<file path="src/hdl/pwr_clk_pkg.sv">
// shared constants and types for the power and clock mode control block
package pwr_clk_pkg;

  localparam int         ADDR_W          = 7;
  localparam int         DATA_W          = 8;
  localparam int         NUM_GP          = 4;
  localparam int         WAKE_LEN        = 64;

  // register indices
  localparam logic [6:0] REG_PWR_CLK     = 7'h15;
  localparam logic [6:0] REG_CONV_MODE   = 7'h16;
  localparam logic [6:0] REG_IF_FMT      = 7'h17;
  localparam logic [6:0] REG_FILTER      = 7'h18;
  localparam logic [6:0] REG_TARGET      = 7'h19;
  localparam logic [6:0] REG_DUTY        = 7'h1a;
  localparam logic [6:0] REG_GP_DIR      = 7'h1b;
  localparam logic [6:0] REG_GP_OUT      = 7'h1c;
  localparam logic [6:0] REG_GP_IN       = 7'h1d;
  localparam logic [6:0] REG_STATUS      = 7'h1e;

  // power and clock register fields
  localparam int         CLKSRC_LSB      = 6;
  localparam int         PMODE_LSB       = 0;
  localparam int         DIV_LSB         = 3;
  localparam logic [1:0] CLKSRC_LVDS     = 2'h3;

  // interface format fields
  localparam int         FMT_LEN16_BIT   = 0;
  localparam int         FMT_STAT_BIT    = 1;
  localparam int         FMT_CRC_BIT     = 2;
  localparam int         FMT_STREAM_BIT  = 3;

  localparam logic [7:0] RST_PWR_CLK     = 8'h00;
  localparam logic [7:0] RST_CONV_MODE   = 8'h00;
  localparam logic [7:0] RST_IF_FMT      = 8'h00;
  localparam logic [7:0] RST_FILTER      = 8'h00;
  localparam logic [7:0] RST_TARGET      = 8'h00;
  localparam logic [7:0] RST_DUTY        = 8'h0f;
  localparam logic [7:0] RST_ZERO        = 8'h00;

  localparam logic [7:0] CRC_POLY        = 8'h07;
  localparam logic [7:0] CRC_SEED        = 8'hff;

  typedef enum logic [2:0] {
    PM_FAST, PM_MEDIUM, PM_LOW, PM_STANDBY, PM_POWERDOWN
  } pwr_mode_t;

  typedef enum logic [1:0] {
    CM_CONTINUOUS, CM_SINGLE, CM_ONESHOT, CM_DUTY
  } conv_mode_t;

  typedef enum logic [1:0] {
    CS_CMOS, CS_CRYSTAL, CS_LVDS
  } clk_src_t;

  typedef struct packed {
    logic       wr;
    logic       rd;
    logic [6:0] addr;
    logic [7:0] wdata;
  } reg_req_t;

  typedef struct packed {
    logic        valid;
    logic [23:0] data;
    logic [7:0]  status;
  } conv_res_t;

  typedef struct packed {
    logic        valid;
    logic [5:0]  nbits;
    logic [39:0] word;
  } out_word_t;

endpackage : pwr_clk_pkg

</file>
<file path="src/hdl/wake_detect.sv">
// serial wake code detector: one then zeros while select is low
module wake_detect #(
  parameter int LEN = 64
) (
  // clock and reset
  input  wire logic core_clk_i,
  input  wire logic reset_i,
  // synchronised serial pins
  input  wire logic sclk_rise_i,
  input  wire logic cs_n_i,
  input  wire logic sdi_i,
  // result
  output logic      wake_o
);
  initial if (LEN < 2 || LEN > 127) $error("wake_detect: LEN out of range");

  logic [6:0] cnt_r;
  logic       armed_r;

  always_ff @(posedge core_clk_i or posedge reset_i) begin
    if (reset_i) begin
      cnt_r   <= 7'h00;
      armed_r <= 1'b0;
    end else if (cs_n_i) begin
      cnt_r   <= 7'h00;
      armed_r <= 1'b0;
    end else if (sclk_rise_i) begin
      if (!armed_r) begin
        armed_r <= sdi_i;
        cnt_r   <= 7'h01;
      end else if (sdi_i) begin
        cnt_r   <= 7'h01;
      end else if (cnt_r < 7'(LEN)) begin
        cnt_r   <= cnt_r + 7'h01;
      end
    end
  end

  assign wake_o = armed_r && (cnt_r == 7'(LEN));

endmodule : wake_detect

</file>
<file path="src/hdl/power_clock_mode_control.sv">
// power, clock source, conversion mode and output format control
// Function
// - modulator clock enable from master clock divided by two up to sixteen
// - strap low selects single-ended cmos master clock
// - strap high without differential field selects crystal
// - differential clock needs strap high plus field bits 7:6 in serial mode
// - power-down stops all blocks and discards every configuration register
// - only the wake code leaves power-down, register accesses do not
// - wake code is a one then 63 zeros clocked with select low
// - standby stops analog clock and power, keeps registers
// - power modes fast, medium, low power, standby, power-down
// - continuous read results are 24 or 16 bits long
// - status bits optionally appended to each result
// - optional check code appended to transmitted data
// - streaming mode shifts results out without per-result commands
// - single conversion does one conversion then returns to standby
// - one-shot converts only on a host trigger pulse
// - continuous mode converts back to back without pause
// - duty-cycled mode waits in standby a set interval after each result
// - host selects conversion target: inputs, temperature, diagnostics
// - host selects filter: sinc5, low-ripple fir, sinc3
// - four general-purpose pins driven or read by the host
module power_clock_mode_control
  import pwr_clk_pkg::*;
#(
  parameter int NUM_PINS = 4
) (
  // clock and reset
  input  wire logic                          core_clk_i,
  input  wire logic                          reset_i,
  // straps and control mode
  input  wire logic                          clock_sel_i,
  input  wire logic                          serial_mode_i,
  // register port from the serial front end
  input  wire pwr_clk_pkg::reg_req_t         req_i,
  output logic [7:0]                         rdata_o,
  output logic                               rvalid_o,
  // raw serial pins for wake detection
  input  wire logic                          sclk_i,
  input  wire logic                          cs_n_i,
  input  wire logic                          sdi_i,
  // trigger and conversion engine
  input  wire logic                          start_i,
  input  wire pwr_clk_pkg::conv_res_t        result_i,
  output logic                               mod_clk_en_o,
  output logic                               conv_run_o,
  output logic                               analog_on_o,
  output logic                               digital_on_o,
  output logic [1:0]                         clk_src_o,
  output logic [1:0]                         filter_o,
  output logic [2:0]                         target_o,
  output logic                               data_ready_o,
  // output word to the serial shifter
  input  wire logic                          word_taken_i,
  output pwr_clk_pkg::out_word_t             word_o,
  output logic                               stream_o,
  // general-purpose pins
  input  wire logic [NUM_PINS-1:0]           gp_in_i,
  output logic [NUM_PINS-1:0]                gp_out_o,
  output logic [NUM_PINS-1:0]                gp_oe_o
);
  import pwr_clk_pkg::*;

  initial if (NUM_PINS < 1 || NUM_PINS > DATA_W) $error("bad NUM_PINS");

  ////////////////////////////////////////////////////////////////////////////
  // pin synchronisers
  logic [1:0] sclk_s_r, cs_s_r, sdi_s_r, start_s_r;
  logic       sclk_d_r, start_d_r;
  logic [NUM_PINS-1:0] gp_s1_r, gp_s2_r;

  always_ff @(posedge core_clk_i or posedge reset_i) begin
    if (reset_i) begin
      sclk_s_r  <= 2'h0;
      cs_s_r    <= 2'h3;
      sdi_s_r   <= 2'h0;
      start_s_r <= 2'h0;
      sclk_d_r  <= 1'b0;
      start_d_r <= 1'b0;
      gp_s1_r   <= '0;
      gp_s2_r   <= '0;
    end else begin
      sclk_s_r  <= {sclk_s_r[0], sclk_i};
      cs_s_r    <= {cs_s_r[0], cs_n_i};
      sdi_s_r   <= {sdi_s_r[0], sdi_i};
      start_s_r <= {start_s_r[0], start_i};
      sclk_d_r  <= sclk_s_r[1];
      start_d_r <= start_s_r[1];
      gp_s1_r   <= gp_in_i;
      gp_s2_r   <= gp_s1_r;
    end
  end

  wire sclk_rise  = sclk_s_r[1] & ~sclk_d_r;
  wire start_rise = start_s_r[1] & ~start_d_r;

  ////////////////////////////////////////////////////////////////////////////
  // configuration registers
  logic [7:0] pwr_clk_r, conv_mode_r, if_fmt_r, filter_r, target_r, duty_r;
  logic [7:0] gp_dir_r, gp_out_r;
  logic       pd_r;
  logic       wake;
  logic       busy_flag_r;

  // 1 = power-down write accepted this cycle
  wire pd_enter = req_i.wr && !pd_r && req_i.addr == REG_PWR_CLK
                  && req_i.wdata[PMODE_LSB +: 3] == 3'(PM_POWERDOWN);

  // contents are lost on entry and defaults return on wake, so any write
  // during power-down is ignored rather than kept for later
  always_ff @(posedge core_clk_i or posedge reset_i) begin
    if (reset_i) begin
      pwr_clk_r   <= RST_PWR_CLK;
      conv_mode_r <= RST_CONV_MODE;
      if_fmt_r    <= RST_IF_FMT;
      filter_r    <= RST_FILTER;
      target_r    <= RST_TARGET;
      duty_r      <= RST_DUTY;
      gp_dir_r    <= RST_ZERO;
      gp_out_r    <= RST_ZERO;
    end else if (pd_enter || (pd_r && wake)) begin
      pwr_clk_r   <= RST_PWR_CLK;
      conv_mode_r <= RST_CONV_MODE;
      if_fmt_r    <= RST_IF_FMT;
      filter_r    <= RST_FILTER;
      target_r    <= RST_TARGET;
      duty_r      <= RST_DUTY;
      gp_dir_r    <= RST_ZERO;
      gp_out_r    <= RST_ZERO;
    end else if (req_i.wr && !pd_r) begin
      unique case (req_i.addr)
        REG_PWR_CLK:   pwr_clk_r   <= req_i.wdata;
        REG_CONV_MODE: conv_mode_r <= req_i.wdata;
        REG_IF_FMT:    if_fmt_r    <= req_i.wdata;
        REG_FILTER:    filter_r    <= req_i.wdata;
        REG_TARGET:    target_r    <= req_i.wdata;
        REG_DUTY:      duty_r      <= req_i.wdata;
        REG_GP_DIR:    gp_dir_r    <= req_i.wdata;
        REG_GP_OUT:    gp_out_r    <= req_i.wdata;
        default: ;
      endcase
    end
  end

  ////////////////////////////////////////////////////////////////////////////
  // power-down and wake
  wake_detect #(
    .LEN (WAKE_LEN)
  ) u_wake (
    .core_clk_i  (core_clk_i),
    .reset_i     (reset_i),
    .sclk_rise_i (sclk_rise),
    .cs_n_i      (cs_s_r[1]),
    .sdi_i       (sdi_s_r[1]),
    .wake_o      (wake)
  );

  always_ff @(posedge core_clk_i or posedge reset_i) begin
    if (reset_i) begin
      pd_r <= 1'b0;
    end else if (pd_enter) begin
      pd_r <= 1'b1;
    end else if (pd_r && wake) begin
      pd_r <= 1'b0;
    end
  end

  ////////////////////////////////////////////////////////////////////////////
  // mode decode
  typedef enum logic [1:0] {S_IDLE, S_CONV, S_WAIT} seq_t;
  seq_t       seq_r;
  logic       standby_tick;
  logic [2:0] pm_field;
  logic       standby;
  logic [3:0] div_ratio;

  assign pm_field = pwr_clk_r[PMODE_LSB +: 3];
  // the duty-cycle rest is a true standby, so the analog side sleeps too
  assign standby  = pd_r || pm_field == 3'(PM_STANDBY) || busy_flag_r || standby_tick;

  // a three-bit field picks 2..16 in steps of two
  assign div_ratio = {pwr_clk_r[DIV_LSB +: 3], 1'b0} + 4'h2 - 4'h1;

  always_comb begin
    if (!clock_sel_i) begin
      clk_src_o = 2'(CS_CMOS);
    end else if (serial_mode_i && pwr_clk_r[CLKSRC_LSB +: 2] == CLKSRC_LVDS) begin
      clk_src_o = 2'(CS_LVDS);
    end else begin
      clk_src_o = 2'(CS_CRYSTAL);
    end
  end

  assign analog_on_o  = !standby;
  assign digital_on_o = !pd_r;
  assign filter_o     = filter_r[1:0];
  assign target_o     = target_r[2:0];

  ////////////////////////////////////////////////////////////////////////////
  // modulator clock divider
  logic [3:0] div_cnt_r;

  always_ff @(posedge core_clk_i or posedge reset_i) begin
    if (reset_i) begin
      div_cnt_r    <= 4'h0;
      mod_clk_en_o <= 1'b0;
    end else if (standby || pd_enter) begin   // no stray pulse as power-down starts
      div_cnt_r    <= 4'h0;
      mod_clk_en_o <= 1'b0;
    end else if (div_cnt_r >= div_ratio) begin
      div_cnt_r    <= 4'h0;
      mod_clk_en_o <= 1'b1;
    end else begin
      div_cnt_r    <= div_cnt_r + 4'h1;
      mod_clk_en_o <= 1'b0;
    end
  end

  ////////////////////////////////////////////////////////////////////////////
  // conversion sequencing
  logic [7:0] wait_cnt_r;
  conv_mode_t cmode;

  assign cmode      = conv_mode_t'(conv_mode_r[1:0]);
  assign conv_run_o = (seq_r == S_CONV) && !standby;

  always_ff @(posedge core_clk_i or posedge reset_i) begin
    if (reset_i) begin
      seq_r       <= S_IDLE;
      wait_cnt_r  <= 8'h00;
      busy_flag_r <= 1'b0;
    end else if (pd_r || req_i.wr && req_i.addr == REG_CONV_MODE) begin
      seq_r       <= S_IDLE;
      wait_cnt_r  <= 8'h00;
      // a single result landing with the rewrite still sets the flag
      busy_flag_r <= !pd_r && seq_r == S_CONV && result_i.valid && cmode == CM_SINGLE;
    end else begin
      unique case (seq_r)
        S_IDLE: begin
          if (cmode == CM_ONESHOT) begin
            if (start_rise) seq_r <= S_CONV;
          end else if (cmode == CM_SINGLE) begin
            if (!busy_flag_r) seq_r <= S_CONV;
          end else begin
            seq_r <= S_CONV;
          end
        end
        S_CONV: begin
          if (result_i.valid) begin
            unique case (cmode)
              CM_SINGLE: begin
                busy_flag_r <= 1'b1;
                seq_r       <= S_IDLE;
              end
              CM_ONESHOT: seq_r <= S_IDLE;
              CM_DUTY: begin
                wait_cnt_r <= duty_r;
                seq_r      <= S_WAIT;
              end
              CM_CONTINUOUS: seq_r <= S_CONV;
            endcase
          end
        end
        S_WAIT: begin
          if (wait_cnt_r == 8'h00) begin
            seq_r <= S_CONV;
          end else if (mod_clk_en_o || standby_tick) begin
            wait_cnt_r <= wait_cnt_r - 8'h01;
          end
        end
        default: seq_r <= S_IDLE;
      endcase
    end
  end

  // standby interval counts in core cycles while the modulator sleeps
  assign standby_tick = seq_r == S_WAIT;

  ////////////////////////////////////////////////////////////////////////////
  // output word build: length, status and check code
  function automatic logic [7:0] crc8(input logic [39:0] w, input logic [5:0] n);
    logic [7:0] c;
    c = CRC_SEED;
    for (int i = 39; i >= 0; i--) begin
      if (i >= 40 - int'(n)) begin
        c = (c[7] ^ w[i]) ? ((c << 1) ^ CRC_POLY) : (c << 1);
      end
    end
    return c;
  endfunction : crc8

  logic [39:0] base_w;
  logic [5:0]  base_n;
  logic [5:0]  tot_n;

  always_comb begin
    base_w = '0;
    base_n = 6'd24;
    if (if_fmt_r[FMT_LEN16_BIT]) begin
      base_w[39:24] = result_i.data[23:8];
      base_n        = 6'd16;
    end else begin
      base_w[39:16] = result_i.data;
    end
    if (if_fmt_r[FMT_STAT_BIT]) begin
      base_w = base_w | ({result_i.status, 32'h0} >> base_n);
      base_n = base_n + 6'd8;
    end
    tot_n = base_n;
    if (if_fmt_r[FMT_CRC_BIT]) begin
      base_w = base_w | ({crc8(base_w, base_n), 32'h0} >> base_n);
      tot_n  = base_n + 6'd8;
    end
  end

  always_ff @(posedge core_clk_i or posedge reset_i) begin
    if (reset_i) begin
      word_o       <= '0;
      data_ready_o <= 1'b0;
    end else if (result_i.valid && !pd_r) begin
      word_o.valid <= 1'b1;
      word_o.nbits <= tot_n - 6'd1;
      word_o.word  <= base_w;
      data_ready_o <= 1'b1;
    end else if (word_taken_i) begin
      word_o.valid <= 1'b0;
      data_ready_o <= 1'b0;
    end
  end

  assign stream_o = if_fmt_r[FMT_STREAM_BIT];

  ////////////////////////////////////////////////////////////////////////////
  // general-purpose pins and readback
  assign gp_out_o = gp_out_r[NUM_PINS-1:0];
  assign gp_oe_o  = gp_dir_r[NUM_PINS-1:0];

  always_ff @(posedge core_clk_i or posedge reset_i) begin
    if (reset_i) begin
      rdata_o  <= 8'h00;
      rvalid_o <= 1'b0;
    end else begin
      rvalid_o <= req_i.rd && !pd_r;
      rdata_o  <= 8'h00;
      if (req_i.rd && !pd_r) begin
        unique case (req_i.addr)
          REG_PWR_CLK:   rdata_o <= pwr_clk_r;
          REG_CONV_MODE: rdata_o <= conv_mode_r;
          REG_IF_FMT:    rdata_o <= if_fmt_r;
          REG_FILTER:    rdata_o <= filter_r;
          REG_TARGET:    rdata_o <= target_r;
          REG_DUTY:      rdata_o <= duty_r;
          REG_GP_DIR:    rdata_o <= gp_dir_r;
          REG_GP_OUT:    rdata_o <= gp_out_r;
          REG_GP_IN:     rdata_o <= 8'(gp_s2_r);
          REG_STATUS:    rdata_o <= {4'h0, busy_flag_r, seq_r == S_CONV, clk_src_o};
          default:       rdata_o <= 8'h00;
        endcase
      end
    end
  end

endmodule : power_clock_mode_control

</file>
<file path="config.mk">
export PLATFORM = sky130hd
export DESIGN_NAME = power_clock_mode_control
export DESIGN_NICKNAME = d
export VERILOG_FILES = /design/src/hdl/pwr_clk_pkg.sv /design/src/hdl/wake_detect.sv /design/src/hdl/power_clock_mode_control.sv
export SDC_FILE = /design/constraint.sdc
export NUM_CORES = 1
export LEC_CHECK = 0
export ABC_AREA = 1
export BUFFER_PORTS_ARGS = -buffer_cell sky130_fd_sc_hd__buf_4
export CORE_UTILIZATION = 58
export CTS_CLUSTER_SIZE = 30
export DETAILED_ROUTE_END_ITERATION = 6
export HOLD_SLACK_MARGIN = 0.15
export PLACE_DENSITY = 0.78
export SYNTH_ARGS = -nofsm -noshare
export SYNTH_HDL_FRONTEND = slang
export SYNTH_HIERARCHICAL = 1
export SYNTH_SLANG_ARGS = --single-unit
export TNS_END_PERCENT = 30
</file>
<file path="constraint.sdc">
create_clock -name core_clk_i -period 6 [get_ports core_clk_i]
set_clock_uncertainty 0.1 [all_clocks]
set_input_delay 0.6 -clock core_clk_i [delete_from_list [all_inputs] [get_ports core_clk_i]]
set_output_delay 0.6 -clock core_clk_i [all_outputs]
set_load 0.03 [all_outputs]
</file>
== After elaboration in Yosys (flattened, before gate mapping) ==
Cells that the tools add are included.
Word-level totals
  output and inout bits: 77
  logic and storage cells: 436
  input port bits: 63
  flip-flop bits (word level): 163
Operators by class
  reduce and logical (&&, ||, !) cells: 54
  muxes and demuxes: 189
  add/subtract/negate cells: 9
  shift-type cells: 2
  equality and inequality tests: 27
  bitwise operators: 84
  order comparisons: 42
Operator list (count)
  two-way mux 8 bit: 110
  two-way mux 3 bit: 41
  inverter 3 bit: 39
  >= comparator 6 x 7 -> 1 bit, first input constant: 16
  two-way mux 40 bit: 2
  bitwise OR 40 bit: 2
  one-hot mux 8 bit (10 select lines): 1
  right shift 40 x 6 -> 40 bit: 2
  equality test 7 x 5 -> 1 bit, second input constant: 10
  >= comparator 5 x 7 -> 1 bit, first input constant: 8
  >= comparator 7 bit, first input constant: 8
  XOR 1 bit: 39
  two-way mux 7 bit: 5
  nonzero test 2 bit: 15
  >= comparator 4 x 7 -> 1 bit, first input constant: 4
  two-way mux 2 bit: 9
  AND reduction 2 bit: 9
  one-hot mux 8 bit (2 select lines): 1
  >= comparator 3 x 7 -> 1 bit, first input constant: 2
  logical AND 1 bit: 13
  two-way mux 1 bit: 13
  adder 6 x 4 -> 6 bit, second input constant: 2
  two-way mux 4 bit: 3
  two-way mux 6 bit: 2
  33 further kinds: 51

== Longest topological paths before layout ==
  depth after elaboration: 166
  gate-level depth with buffers: 48
  mapped depth without buffers: 47

== Cells and area by module ==
The synthesis kept the hierarchy.
Modules (own cells, without submodules)
  power_clock_mode_control: cells each 1320, area an instance 9382.7 um^2, times used 1, sequential area each 3836.2 um^2
  wake_detect: cells each 68, area an instance 485.5 um^2, times used 1, sequential area each 200.2 um^2

== Worst setup path before layout ==
No wires, ideal clock.
  path kind: reg-to-reg
  from: reg if_fmt_r[0]
  to: reg word_o[22] (netlist bit)
  arrival time: 4297 ps
  path buffers: 3
  slack: 1464 ps
  cell stages (with the launch flop): 37
  period minus slack after synthesis: 4536 ps
  data required time: 5762 ps
  library setup time: 138 ps
  cells stage by stage: dfrtp_1 -> inv_1 -> clkbuf_1 -> ha_1 -> inv_2 -> nor2_2 -> buf_6 -> nand3_4 -> nand2_1 -> nand2_1 -> nand2_2 -> nand3_2 -> nand3_1 -> nand3_2 -> nand3_4 -> buf_6 -> nand3b_1 -> nand2_2 -> inv_2 -> nand2_1 -> nand3_1 -> nand2_1 -> nand2_1 -> nand4_1 -> nand3_1 -> nand2_2 -> xor2_2 -> xor2_1 -> nand2_1 -> nand2_1 -> inv_2 -> nand2_1 -> nand3_2 -> xor2_2 -> or2_2 -> nand4_1 -> a31oi_1
Between the ends
  longest elaborated chain between the ends: 116
  elaborated cells on any way between the ends: 249
  those cells by class: add/sub (2); order compare (40); shift (2); mux (125); bitwise (80)
RTL lines
  start, declared: line power_clock_mode_control.sv:99  | logic [7:0] pwr_clk_r, conv_mode_r, if_fmt_r, filter_r, target_r, duty_r;
  start signal, assigned: line power_clock_mode_control.sv:134  | REG_IF_FMT: if_fmt_r <= req_i.wdata;
  two-way mux 4 bit: line power_clock_mode_control.sv:299  | if (if_fmt_r[FMT_LEN16_BIT]) begin
  adder 6 x 4 -> 6 bit or right shift 40 x 6 -> 40 bit (tied branches): line power_clock_mode_control.sv:307, power_clock_mode_control.sv:306
  two-way mux 6 bit or bitwise OR 40 bit (tied branches): line power_clock_mode_control.sv:305, power_clock_mode_control.sv:306
  subtractor 6 x 6 -> 7 bit or two-way mux 40 bit (tied branches): line power_clock_mode_control.sv:285, power_clock_mode_control.sv:305
  >= comparator 7 bit or two-way mux 3 bit (tied branches): line power_clock_mode_control.sv:285, power_clock_mode_control.sv:286
  two-way mux 3 bit or two-way mux 8 bit (tied branches): line power_clock_mode_control.sv:285  | if (i >= 40 - int'(n)) begin
  two-way mux 8 bit: line power_clock_mode_control.sv:310  | if (if_fmt_r[FMT_CRC_BIT]) begin
  inverter 3 bit (no line), or another cell as far along
  [100 not listed]
  two-way mux 8 bit or two-way mux 3 bit (tied branches): line power_clock_mode_control.sv:310, power_clock_mode_control.sv:286
  XOR 1 bit, or another cell as far along: line power_clock_mode_control.sv:286  | c = (c[7] ^ w[i]) ? ((c << 1) ^ CRC_POLY) : (c << 1);
  two-way mux 3 bit or two-way mux 8 bit (tied branches): line power_clock_mode_control.sv:286, power_clock_mode_control.sv:310
  two-way mux 8 bit: line power_clock_mode_control.sv:285
  two-way mux 8 bit: line power_clock_mode_control.sv:310
  right shift 40 x 6 -> 40 bit: line power_clock_mode_control.sv:311  | base_w = base_w | ({crc8(base_w, base_n), 32'h0} >> base_n);
  bitwise OR 40 bit: line power_clock_mode_control.sv:311
  two-way mux 40 bit *: line power_clock_mode_control.sv:310
  end, declared: line power_clock_mode_control.sv:55  | output pwr_clk_pkg::out_word_t word_o,
Every way passes the cells marked *; elsewhere a longest branch is shown, timed or not. The select of a mux whose other input is x is not followed.
A chain may end at the register's enable or synchronous reset.

== Worst setup path after layout ==
  from: reg if_fmt_r[1]
  to: reg word_o[17] (netlist bit)
Between the ends
  longest elaborated chain between the ends: 114
  elaborated cells on any way between the ends: 244
  those cells by class: add/sub (1); order compare (40); shift (1); mux (123); bitwise (79)
RTL lines
  two-way mux 6 bit: line power_clock_mode_control.sv:305  | if (if_fmt_r[FMT_STAT_BIT]) begin
  subtractor 6 x 6 -> 7 bit: line power_clock_mode_control.sv:285
  >= comparator 7 bit: line power_clock_mode_control.sv:285
  two-way mux 3 bit or two-way mux 8 bit (tied branches): line power_clock_mode_control.sv:285
  two-way mux 8 bit: line power_clock_mode_control.sv:310
  inverter 3 bit (no line), or another cell as far along
  two-way mux 3 bit or two-way mux 8 bit (tied branches): line power_clock_mode_control.sv:286, power_clock_mode_control.sv:310
  two-way mux 8 bit, or another cell as far along: line power_clock_mode_control.sv:285
  [98 not listed]
  two-way mux 8 bit or two-way mux 3 bit (tied branches): line power_clock_mode_control.sv:310, power_clock_mode_control.sv:286
  XOR 1 bit, or another cell as far along: line power_clock_mode_control.sv:286
  two-way mux 3 bit or two-way mux 8 bit (tied branches): line power_clock_mode_control.sv:286, power_clock_mode_control.sv:310
  two-way mux 8 bit: line power_clock_mode_control.sv:285
  two-way mux 8 bit: line power_clock_mode_control.sv:310
  right shift 40 x 6 -> 40 bit: line power_clock_mode_control.sv:311
  bitwise OR 40 bit: line power_clock_mode_control.sv:311
  two-way mux 40 bit *: line power_clock_mode_control.sv:310
Marks and branches as above.

==> out/summary.log <==
qor: run_status.outcome finished, final reports clean
qor: placement.dp_hpwl 21,060 um
qor: global_route.vias_in_the_first_global_route 9,415
qor: timing.finalWorstPathRequiredPeriod 5463 ps
qor: clock_tree.cts_tree built
qor: finish.diodes 0
qor: timing.tightestPinTransition 1156 ps
qor: timing.post-route-period-util 0.9106
qor: flow_run.drv.max_cap_violation_count 0
qor: worst_hold_path.hold_class in -> reg
qor: critical_path.worst-endpoint-arrival 5720 ps
qor: global_route.total_grt_overflow 0
qor: timing.final_hold_viol_count 0
qor: finish.mostFrequentLayoutCells sky130_fd_sc_hd__nand2_1, sky130_fd_sc_hd__nand3_1, sky130_fd_sc_hd__dfrtp_1, sky130_fd_sc_hd__buf_4, sky130_fd_sc_hd__inv_1
qor: power_and_ir_drop.p_leak 6.023 nW
qor: global_route.grt_antenna_before_repair 0
qor: power_and_ir_drop.highest_ir_drop_seen_on_vdd 0.0002093 V
qor: power_and_ir_drop.power_density 259.5 nW/um^2
qor: synthesis.synthesis.area 9868 um^2
qor: global_route.grt_pass1_wl 46,260 um
qor: clock_tree.root_buffer sky130_fd_sc_hd__clkbuf_16
qor: timing.slew_headroom 0.2256
qor: floorplan.core.rowCount 47
qor: detailed_routing.finalWirelength 28,380 um
qor: detailed_routing.viasPerCell 5.764
qor: detailed_routing.via_count 10,020
qor: floorplan.num_io_pins 140
qor: synthesis.synth-async-reset-ratio 1.000
qor: floorplan.die_height 132.4 um
qor: floorplan.initial_utilization 0.5951
qor: placement.port_buffers 139
qor: synthesis.post_synth_inst_count 1,388
qor: timing.final_number_of_setup_violating_endpoints 0
qor: placement.gp_routability_congestion 0.9438
qor: critical_path.critPathLaunchType flop
qor: synthesis.synth_ff_type sky130_fd_sc_hd__dfrtp_1
qor: critical_path.critPathCaptureType flop
qor: global_route.track_usage 0.3341
qor: timing.grt_setup_unrepaired no
qor: detailed_routing.route.detailed.drc 0
qor: critical_path.critical-path-top-cell-by-count sky130_fd_sc_hd__nand2_1
qor: detailed_routing.drt.antenna.violating_nets 0
qor: finish.layout.nets 1,582
qor: finish.post_route_cells_drive_above_1_share 0.1700
qor: critical_path.cpPeakStageDelay 510 ps
qor: synthesis.synth.ff_latch_count 161
qor: clock_tree.cts_max_path_buffers 2
qor: detailed_routing.drtIter0Drc 896
qor: critical_path.critical-path-slowest-cell sky130_fd_sc_hd__dfrtp_2
qor: critical_path.cp_max_fanout 18
qor: floorplan.die_area 17,540 um^2
qor: critical_path.worst-endpoint-required 6250 ps
qor: synthesis.avg_inst_size_synth 7.110 um^2
qor: clock_tree.numClockSinks 161
qor: finish.layout.cells.most_common sky130_fd_sc_hd__nand2_1
qor: timing.final_max_slew_viol_count 0
qor: timing.totalNegativeSetupSlack 0 ps
qor: detailed_routing.routed_wire_length_per_instance 16.33 um
qor: clock_tree.cts_made_buffers 17
qor: synthesis.netlist-cell-type-count 44
qor: synthesis.synth-warning-count 6
qor: detailed_routing.drtPass1Iterations 5
qor: timing.timing.fmax 0.1830 GHz
qor: finish.area_growth 17.62%
qor: floorplan.core 16,580 um^2
qor: timing.fin_hold_ws 164.9 ps
qor: global_route.grt_max_degree 108
qor: synthesis.synth.net_count 1,465
qor: clock_tree.worstSkewPairLatency 440 ps
qor: synthesis.part_of_the_yosys_area_used_for_sequential_elements 0.4090
qor: critical_path.worstSetupPathType reg -> reg
qor: synthesis.synth_edf_count 0
qor: floorplan.die_width 132.4 um
qor: clock_tree.ctsHtreeMaxLevel 4
qor: clock_tree.clk_pin_slew 80 ps
final cells by class:
class                           count  area [um^2]
Fill cell                        1444         4976
Timing Repair Buffer              151         1136
Clock buffer                       17        425.4
Multi-Input combinational cell   1020         4961
Inverter                          154        585.6
Sequential cell                   161         4039
Tap cell                          220        275.3
Clock inverter                     15        185.2
per-stage QoR:
stage | worst slack (ps) | std cells | power (mW) | area (um^2) | util
6_report | 536.7 | 1738 | 3.012 | 11610 | 0.6999
5_1_grt | 14.20 | 1738 | 3.174 | 11610 | 0.6999
4_1_cts | 447.7 | 1736 | 3.016 | 11590 | 0.6987
3_5_place_dp | 490.9 | 1703 | 1.920 | 10970 | 0.6613
3_3_place_gp | 618.0 | 1703 | 1.909 | 10970 | 0.6613
2_1_floorplan | 1188 | 1388 | 1.737 | 9868 | -
kinds of logic (layout without fill, tap and decap cells):
logic type	Yosys count	after routing	share of synthesized area
AND/OR/NAND/NOR	794	794	0.3531
buffers and inverters	207	337	0.08850
AO/OA/AOI/OAI	201	201	0.1196
flip-flops	161	161	0.4090
adder cells (fa/ha/maj)	14	14	0.01775
XOR/XNOR	11	11	0.01205
worst paths after layout:
| check | start | to | slack [ps] | cells past startpoint |
|---|---|---|---|---|
| min | gp_in_i[1] | gp_s1_r[1] | 160 | 1 |
| max in group asynchronous | reset_i | if_fmt_r[1] | 3760 | 4 |
| max reg2reg | if_fmt_r[1] | word_o[17] | 540 | 38 |
| min reg2reg | sclk_s_r[0] | sclk_s_r[1] | 250 | 0 |
| min in group asynchronous | reset_i | u_wake/cnt_r[6] | 620 | 3 |
| max | if_fmt_r[1] | word_o[17] | 540 | 38 |
registers in the layout (all words and copies together), names as in the netlist, 7 cells and up:
name,count
word_o,45
wait_cnt_r,8
duty_r,8
u_wake/cnt_r,7
conv_mode_r,8
target_r,8
if_fmt_r,8
gp_out_r,8
gp_dir_r,8
rdata_o,8
pwr_clk_r,8
filter_r,8
power by group:
group | total (mW) | internal (mW) | switching, mW
clock network | 1.09 | 0.567 | 0.527
registers | 1.12 | 1.10 | 0.0115
logic | 0.802 | 0.263 | 0.539
total | 3.01 | 1.93 | 1.08
synthesized netlist by cell type (2+ instances only):
cell type,n,area [um^2]
sky130_fd_sc_hd__buf_4,17,127.6
sky130_fd_sc_hd__nor2_2,2,12.51
sky130_fd_sc_hd__nand3b_1,5,37.54
sky130_fd_sc_hd__o21ai_2,3,26.28
sky130_fd_sc_hd__xor2_2,3,48.80
sky130_fd_sc_hd__o22ai_1,12,75.07
sky130_fd_sc_hd__o21ai_1,9,45.04
sky130_fd_sc_hd__xor2_1,6,52.55
sky130_fd_sc_hd__nand3_4,2,35.03
sky130_fd_sc_hd__clkbuf_1,24,90.09
sky130_fd_sc_hd__a221oi_1,16,140.1
sky130_fd_sc_hd__xnor2_1,2,17.52
sky130_fd_sc_hd__nand3_2,14,140.1
sky130_fd_sc_hd__nand2_2,19,118.9
sky130_fd_sc_hd__ha_1,14,175.2
sky130_fd_sc_hd__dfrtp_1,155,3879
sky130_fd_sc_hd__nor2_1,87,326.6
sky130_fd_sc_hd__a31oi_1,15,93.84
sky130_fd_sc_hd__nor4_1,3,18.77
sky130_fd_sc_hd__o211ai_1,3,22.52
sky130_fd_sc_hd__inv_1,137,514.2
sky130_fd_sc_hd__a32o_1,5,50.05
sky130_fd_sc_hd__dfstp_2,6,157.7
sky130_fd_sc_hd__nand2_4,2,22.52
sky130_fd_sc_hd__clkinv_1,2,7.510
sky130_fd_sc_hd__o2111ai_1,4,35.03
sky130_fd_sc_hd__buf_6,3,33.78
sky130_fd_sc_hd__buf_2,8,40.04
sky130_fd_sc_hd__inv_2,15,56.30
sky130_fd_sc_hd__o21ai_0,104,520.5
sky130_fd_sc_hd__a21oi_1,25,125.1
sky130_fd_sc_hd__nor3_1,7,35.03
sky130_fd_sc_hd__nand3_1,178,890.9
sky130_fd_sc_hd__or2_2,3,18.77
sky130_fd_sc_hd__nand4_1,20,125.1
sky130_fd_sc_hd__nand2_1,450,1689
repair_timing:
action | in CTS | in global routing
hold buffers | 1 | 0
endpoints found under the setup margin | 0 | 23
endpoints found under the hold margin | 8 | 0
setup buffers | 0 | 2
resized for setup | 0 | 4
layer usage:
| layer | up-vias | GRT usage | routed length (um) |
|---|---|---|---|
| met1 | 4694 | 0.4355 | 11620 |
| met2 | 451 | 0.5518 | 13670 |
| met5 | - | 0 | 0 |
| li1 | 4803 | - | - |
| met3 | 70 | 0.06015 | 2164 |
| met4 | 0 | 0.1360 | 926 |
critical path, delay by kind of cell (launching register included):
kind | cells | cell delay [ps]
flip-flops | 1 | 510
AND/OR/NAND/NOR | 33 | 3760
AO/OA/AOI/OAI | 1 | 200
adder cells (fa/ha/maj) | 1 | 310
XOR/XNOR | 1 | 130
buffers and inverters | 2 | 340
(Power assumes the default switching activity.)
